`src/verilog/dttc_pkg.sv`:
```
/*
 * Constants shared by the toggle and thermal control block: channel
 * counts, control word decode, control register fields and the
 * software register map.
 * Assumes nothing beyond a SystemVerilog compiler.
 */
package dttc_pkg;

  // ************************************************************
  // Channel organisation
  // ************************************************************
  localparam int NUM_CH   = 40;
  localparam int GRP_SIZE = 8;
  localparam int DATA_W   = 14;
  localparam int CHAN_W   = 6;

  // ************************************************************
  // Data word decode
  // ************************************************************
  localparam logic [1:0]  REGSEL_CTRL = 2'h0;
  localparam logic [1:0]  REGSEL_DATA = 2'h3;
  localparam logic [5:0]  CHAN_CTRL   = 6'h0C;
  localparam logic [5:0]  CHAN_PWRUP  = 6'h09;

  // ************************************************************
  // Control register fields
  // ************************************************************
  localparam int          CR_TGL_LSB  = 2;
  localparam int          CR_THERM    = 8;
  localparam logic [13:0] CTRL_RST    = 14'h0000;

  // ************************************************************
  // Software register map
  // ************************************************************
  localparam int          ADDR_W      = 8;
  localparam int          BUS_W       = 32;
  localparam logic [7:0]  OFS_CTRL    = 8'h00;
  localparam logic [7:0]  OFS_STATUS  = 8'h04;
  localparam logic [7:0]  OFS_PWRUP   = 8'h08;
  localparam int          ST_SHUT     = 0;
  localparam int          ST_HOT      = 1;
  localparam int          ST_PHASE    = 8;

endpackage

```
`src/verilog/dttc_top.sv`:
```
/*
 * Toggle mode and thermal shutdown control for a multi-channel
 * converter: per-channel A and B registers, load strobe driven
 * output update, and an over-temperature power-down latch.
 * Assumes: data words arrive already deframed on the i_clk domain;
 * the load strobe and the over-temperature flag come from pins.
 */
// Local design decisions: the strobed register port and the register offsets.
// What this block does
// - Every channel has an A and a B data register feeding its output.
// - B register writes take effect only while the channel toggles.
// - First load strobe after toggle setup outputs the A value.
// - Later load strobes swap each toggled output between A and B.
// - Five toggle enable bits each cover a group of eight channels.
// - First strobe after toggle disable loads A and stops toggling.
// - Thermal monitor acts only while its control bit is set.
// - Hot die with monitor enabled powers down all output amplifiers.
// - Shutdown holds until soft power-up while the die is cool.
// - Clearing the monitor enable also leaves thermal shutdown.
// - Control word is register select 00 with channel address 001100.
// - Toggle is unavailable while burst write mode is active.
`timescale 1ns/10ps

module dttc_top
  import dttc_pkg::*;
#(
  parameter int CH_N = NUM_CH,
  parameter int DW   = DATA_W
) (
  input  wire logic              i_clk,
  input  wire logic              i_sys_rst,
  input  wire logic              i_output_load_strobe_n,
  input  wire logic              i_over_temp,
  input  wire logic              i_burst_mode,
  input  wire logic              i_word_stb,
  input  wire logic [1:0]        i_word_reg_sel,
  input  wire logic [CHAN_W-1:0] i_word_chan,
  input  wire logic              i_word_b_sel,
  input  wire logic [DW-1:0]     i_word_data,
  input  wire logic [ADDR_W-1:0] i_addr,
  input  wire logic [BUS_W-1:0]  i_wdata,
  input  wire logic              i_wr,
  input  wire logic              i_rd,
  output logic      [BUS_W-1:0]  o_rdata,
  output logic      [CH_N*DW-1:0] o_dac_code,
  output logic                   o_amp_pwr_down
);

  localparam int GRP_N = (CH_N + GRP_SIZE - 1) / GRP_SIZE;

  // ************************************************************
  // Pin synchronisers
  // ************************************************************
  logic [1:0] ld_sync_q;
  logic       ld_last_q;
  logic [1:0] hot_sync_q;
  logic       ld_pulse;
  logic       hot;

  always_ff @(posedge i_clk) begin
    if (i_sys_rst) begin
      // Idle high, so leaving reset never looks like a falling strobe
      ld_sync_q  <= 2'h3;
      ld_last_q  <= 1'b1;
      hot_sync_q <= 2'h0;
    end else begin
      ld_sync_q  <= {ld_sync_q[0], i_output_load_strobe_n};
      ld_last_q  <= ld_sync_q[1];
      hot_sync_q <= {hot_sync_q[0], i_over_temp};
    end
  end

  // Falling edge of the active-low strobe, seen after the 2-FF chain
  assign ld_pulse = ld_last_q & ~ld_sync_q[1];
  assign hot      = hot_sync_q[1];

  // ************************************************************
  // Word and bus decode
  // ************************************************************
  logic [13:0] ctrl_q;
  logic [13:0] ctrl_d;
  logic        ctrl_word;
  logic        pwrup_word;
  logic        data_word;
  logic        bus_ctrl_wr;
  logic        soft_pwrup;
  logic        mon_en;

  assign ctrl_word   = i_word_stb & (i_word_reg_sel == REGSEL_CTRL)
                     & (i_word_chan == CHAN_CTRL);
  assign pwrup_word  = i_word_stb & (i_word_reg_sel == REGSEL_CTRL)
                     & (i_word_chan == CHAN_PWRUP);
  assign data_word   = i_word_stb & (i_word_reg_sel == REGSEL_DATA);
  assign bus_ctrl_wr = i_wr & (i_addr == OFS_CTRL);
  assign soft_pwrup  = pwrup_word | (i_wr & (i_addr == OFS_PWRUP));
  // Software bus wins if both paths write control in one cycle
  assign ctrl_d      = bus_ctrl_wr ? i_wdata[13:0]
                     : ctrl_word ? i_word_data[13:0] : ctrl_q;
  assign mon_en      = ctrl_q[CR_THERM];

  always_ff @(posedge i_clk) begin
    if (i_sys_rst) begin
      ctrl_q <= CTRL_RST;
    end else begin
      ctrl_q <= ctrl_d;
    end
  end

  // ************************************************************
  // Toggle groups
  // ************************************************************
  logic [GRP_N-1:0] tgl_en;
  logic [GRP_N-1:0] prev_en_q;
  logic [GRP_N-1:0] armed_q;
  logic [GRP_N-1:0] armed_d;
  logic [GRP_N-1:0] use_a;
  logic [GRP_N-1:0] phase_q;
  logic [GRP_N-1:0] phase_d;

  for (genvar g = 0; g < GRP_N; g++) begin : g_grp
    // Burst mode masks toggling; the bits stay stored
    assign tgl_en[g]  = ctrl_q[CR_TGL_LSB + g] & ~i_burst_mode;
    // A strobe in the very cycle toggle turns on counts as first
    assign use_a[g]   = ~tgl_en[g] | armed_q[g]
                      | ~prev_en_q[g];
    assign phase_d[g] = ld_pulse ? (use_a[g] ? 1'b0 : ~phase_q[g])
                      : phase_q[g];
    assign armed_d[g] = ld_pulse ? 1'b0
                      : (armed_q[g] | (tgl_en[g] & ~prev_en_q[g]));

    always_ff @(posedge i_clk) begin
      if (i_sys_rst) begin
        prev_en_q[g] <= 1'b0;
        armed_q[g]   <= 1'b0;
        phase_q[g]   <= 1'b0;
      end else begin
        prev_en_q[g] <= tgl_en[g];
        armed_q[g]   <= armed_d[g];
        phase_q[g]   <= phase_d[g];
      end
    end

  end

  // ************************************************************
  // Channel registers and outputs
  // ************************************************************
  logic [DW-1:0] a_mem [CH_N];
  logic [DW-1:0] b_mem [CH_N];
  logic [DW-1:0] dac_q [CH_N];
  logic [CH_N-1:0] a_we;
  logic [CH_N-1:0] b_we;

  for (genvar c = 0; c < CH_N; c++) begin : g_ch
    localparam int GRP = c / GRP_SIZE;
    localparam logic [CHAN_W-1:0] CH_ADDR = CHAN_W'(c);

    assign a_we[c] = data_word & (i_word_chan == CH_ADDR)
                   & ~i_word_b_sel;
    assign b_we[c] = data_word & (i_word_chan == CH_ADDR)
                   & i_word_b_sel & tgl_en[GRP];

    always_ff @(posedge i_clk) begin
      if (i_sys_rst) begin
        a_mem[c] <= '0;
        b_mem[c] <= '0;
        dac_q[c] <= '0;
      end else begin
        if (a_we[c]) begin
          a_mem[c] <= i_word_data;
        end
        if (b_we[c]) begin
          b_mem[c] <= i_word_data;
        end
        if (ld_pulse) begin
          // Old register value is used if a write lands on the strobe
          dac_q[c] <= phase_d[GRP] ? b_mem[c] : a_mem[c];
        end
      end
    end

    assign o_dac_code[c*DW +: DW] = dac_q[c];

  end

  // ************************************************************
  // Thermal shutdown
  // ************************************************************
  logic shut_d;

  // Heat sets the latch while the monitor is enabled and wins over a power-up in the same cycle
  assign shut_d = mon_en & (hot
                | (o_amp_pwr_down & ~(soft_pwrup & ~hot)));

  always_ff @(posedge i_clk) begin
    if (i_sys_rst) begin
      o_amp_pwr_down <= 1'b0;
    end else begin
      o_amp_pwr_down <= shut_d;
    end
  end

  // ************************************************************
  // Register read port
  // ************************************************************
  logic [BUS_W-1:0] status_w;
  logic [BUS_W-1:0] rsel;
  logic [BUS_W-1:0] rdata_d;

  // Each field is placed at its named bit so the map can move freely
  assign status_w = (BUS_W'(phase_q) << ST_PHASE)
                  | (BUS_W'(hot) << ST_HOT)
                  | (BUS_W'(o_amp_pwr_down) << ST_SHUT);
  assign rsel     = (i_addr == OFS_CTRL)   ? BUS_W'(ctrl_q)
                  : (i_addr == OFS_STATUS) ? status_w
                  : '0;
  assign rdata_d  = i_rd ? rsel : '0;

  always_ff @(posedge i_clk) begin
    if (i_sys_rst) begin
      o_rdata <= '0;
    end else begin
      o_rdata <= rdata_d;
    end
  end
endmodule

```
`config.mk`:
```
export PLATFORM = sky130hd
export DESIGN_NAME = dttc_top
export DESIGN_NICKNAME = d
export VERILOG_FILES = /design/src/verilog/dttc_pkg.sv /design/src/verilog/dttc_top.sv
export SDC_FILE = /design/constraint.sdc
export NUM_CORES = 2
export LEC_CHECK = 0
export ABC_AREA = 1
export CORE_ASPECT_RATIO = 2
export CORE_MARGIN = 3
export CORE_UTILIZATION = 40
export CTS_CLUSTER_DIAMETER = 150
export CTS_CLUSTER_SIZE = 25
export DETAILED_ROUTE_END_ITERATION = 12
export DONT_BUFFER_PORTS = 1
export PLACE_DENSITY = 0.55
export SLEW_MARGIN = 25
export SYNTH_ARGS = -nofsm -noshare
export SYNTH_HDL_FRONTEND = slang
export SYNTH_SLANG_ARGS = --single-unit
export TNS_END_PERCENT = 1
```
`constraint.sdc`:
```
create_clock -name i_clk -period 13.8 [get_ports i_clk]
set_clock_uncertainty 0.1 [all_clocks]
set_input_delay 0.69 -clock i_clk [delete_from_list [all_inputs] [get_ports i_clk]]
set_output_delay 0.69 -clock i_clk [all_outputs]
set_load 0.02 [all_outputs]
```
==> impl_metrics.toml <==
[status]
status = "completed"

[setup_path]
rr_startpoint = "ld_last_q"
critical-path-max-stage-delay_ns = 0.83
cp-start-kind = "primary input"
cp-startpoint = "i_sys_rst"
crit_chain = "dlygate4sd3_1, or2_1, nor2_4, buf_4, buf_12, buf_4, nand2_1, nor2_1"
crit_fanout = 188
crit_type = "in -> reg"
slowest_stage = "buf_4"
worstPathArrival_ns = 4.85
cp.required_ns = 14.14
endpoint_kind = "register"
crit_top_cell = "buf_4"

[timing]
layout_setup_ws_ns = 9.28
setup_viol = 0
whs_ns = 0.118
max_freq_mhz = 221
maxSlewViolCount = 0
period_minus_slack_ns = 4.52
tightest_slew_ns = 1.07
finalHoldViolations = 0
final.period_utilization_pct = 32.7
rsz0062_at_grt = "no"
fin_setup_tns_ns = 0
relSlewSlack_pct = 28.7

[drt]
drt-total-wl_mm = 199
vias = 45111
drt-initial-drc-count = 3941
viasPerCell = 5.19
drc = 0
drt-wirelength-per-cell_um = 22.9
drt_pre_antenna_iters = 5
antenna_left = 0

[global_route]
grt_antenna_before_repair = 12
grt_overflow_total = 0
grt_pass1_wl_mm = 288
first_global_vias = 42293
grt_usage_pct = 20.8
grt_max_degree = 226

[power]
p_switching_w = 0.00214
power.density_nw_per_um2 = 122
ir_drop_uv = 106
clock_power_share_pct = 29.1
p_leak_nw = 30.9
internal_power_w = 0.00716
swShare_pct = 23.0
seq_power_share_pct = 66.7
combPwrFrac_pct = 4.2

[synth]
yosysTopAreaCell = "edfxtp_1"
ys_warn_count = 0
synth_ff_type = "edfxtp_1"
synth_top_cell_area_share_pct = 69.5
avgSynthCellArea_um2 = 10.8
ys_ff_latch = 1729
seq_area_frac_synth_pct = 70.9
synthArstFlopShare_pct = 0
synth.area.top_cells = "edfxtp_1 69%, nor2_1 8.9%, nand3_1 4.7%, a21oi_1 4.0%, nand2_1 3.7%"
synthCells = 6749
synth.cell_area_um2 = 72600
synth_cell_types = 26
synth_edf_count = 1680

[layout]
area_growth_pct = 4.68
fin_cells = 8694
final_common_cell = "nor2_1"
final_nets = 6396
layout_common_cells = "1719 x nor2_1, 1680 x edfxtp_1, 707 x nand2_1"
drive_above_1_share_pct = 3.22

[flow_run]
drv_cap = 0

[placed_design]
dp.cells = 8570
portBuffers = 0
dpl_worst_slack_ns = 9.29
gp_congestion = 0.780
dp_hpwl_mm = 121

[floorplanning]
pin_count = 664
start_util_pct = 40.3
chipHeight_um = 608
dieArea_um2 = 187000
num_rows = 220
die_x_um = 307
core-area_um2 = 180000

[clock_tree]
cts_buffer_depth = 3
clk_transition_reported_paths_ns = 0.10
cts-root-buf = "clkbuf_16"
cts_tree = "yes"
clock-sinks = 1729
insertion_delay_ns = 0.70
htree_num_levels = 3
cts-buffers-inserted = 79

[min_path]
min_from = "i_wr"
hold_class = "in -> reg"
[synthesized netlist by cell type, types with 2 or more instances]
library cell	number
o21ai_0	8
buf_6	3
buf_2	217
dfxtp_1	49
nor2_1	1729
edfxtp_1	1680
nand4_1	63
nor2_4	2
nor3_2	4
nor3_1	6
a21oi_1	584
or2_2	3
clkbuf_1	294
nand3b_1	19
nand2_1	709
nor2_2	9
nand3_1	679
inv_2	25
buf_4	26
buf_1	43
nand2_2	5
inv_1	588
[kinds of logic (layout without fill, tap and decap cells)]
family	count (synthesis)	count (layout)	synth area share [%]
DFF	1729	1729	70.9
and+or+nand+nor	3230	3230	18.3
other	1	23	0.00517
buffers and inverters	1196	788	6.72
AOI/OAI and AO/OA	593	593	4.09
[state kept, by name (all words and copies together) (netlist names)]
name / flops
a_mem: 560
b_mem: 560
dac_q: 560
ctrl_q: 14
o_rdata: 14
armed_q: 5
phase_q: 5
prev_en_q: 5
hot_sync_q: 2
ld_sync_q: 2
ld_last_q: 1
o_amp_pwr_down: 1
[worst paths after layout]
path,end,cells past startpoint,slack (ns)
worst min register to register,hot_sync_q[1],2,0.32
worst max-delay path,dac_q[3][108],8,9.28
worst max register to register,dac_q[3][67],8,9.49
worst min-delay path,ctrl_q[0],3,0.12
[repair_timing]
| action | in CTS | in global routing |
|---|---|---|
| hold buffers | 4 | 0 |
| buffers inserted | 0 | 0 |
| gates resized for setup | 0 | 0 |
| hold endpoints to repair | 27 | 0 |
[critical path, delay by kind of cell]
family                 cells  cell delay [ns]
buffers and inverters      4             2.53
and+or+nand+nor            4             1.22
[metal layers]
metal  GRT usage (%)  vias to the layer above  wire length (um)
li1                -                    21426                 -
met1            26.4                    22030             79900
met2            35.7                     1454             99300
met3            4.64                      201             14600
met4            6.01                        0              5770
met5               0                        -                 0
[per-stage QoR]
| step | util [%] | power, W | instance area [um^2] |
|---|---|---|---|
| 6_report | 42.2 | 0.00930 | 76000 |
| 5_1_grt | 42.2 | 0.00960 | 76000 |
| 4_1_cts | 42.2 | 0.00940 | 75900 |
| 3_5_place_dp | 40.9 | 0.00672 | 73700 |
| 3_3_place_gp | 40.9 | 0.00671 | 73600 |
| 2_1_floorplan | - | 0.00655 | 72700 |
[final cells by class]
cell class                 instances  area, um^2
clock inverter                     4        63.8
timing repair buffer              61         584
clock buffer                     110        2160
inverter                         613        2340
sequential                      1729       51400
fill                           17026      104000
antenna                            5        12.5
tap                             2331        2920
multi-input combinational       3841       16500
[power groups by stage]
stage	Combinational, W	Sequential [W]	Clock [W]
after floorplan	0.000253	0.00630	0
after global placement	0.000397	0.00632	0
after detailed placement	0.000401	0.00632	0
after CTS	0.000406	0.00620	0.00279
after global routing	0.000438	0.00622	0.00294
final	0.000395	0.00620	0.00271
(Power assumes the default switching activity.)
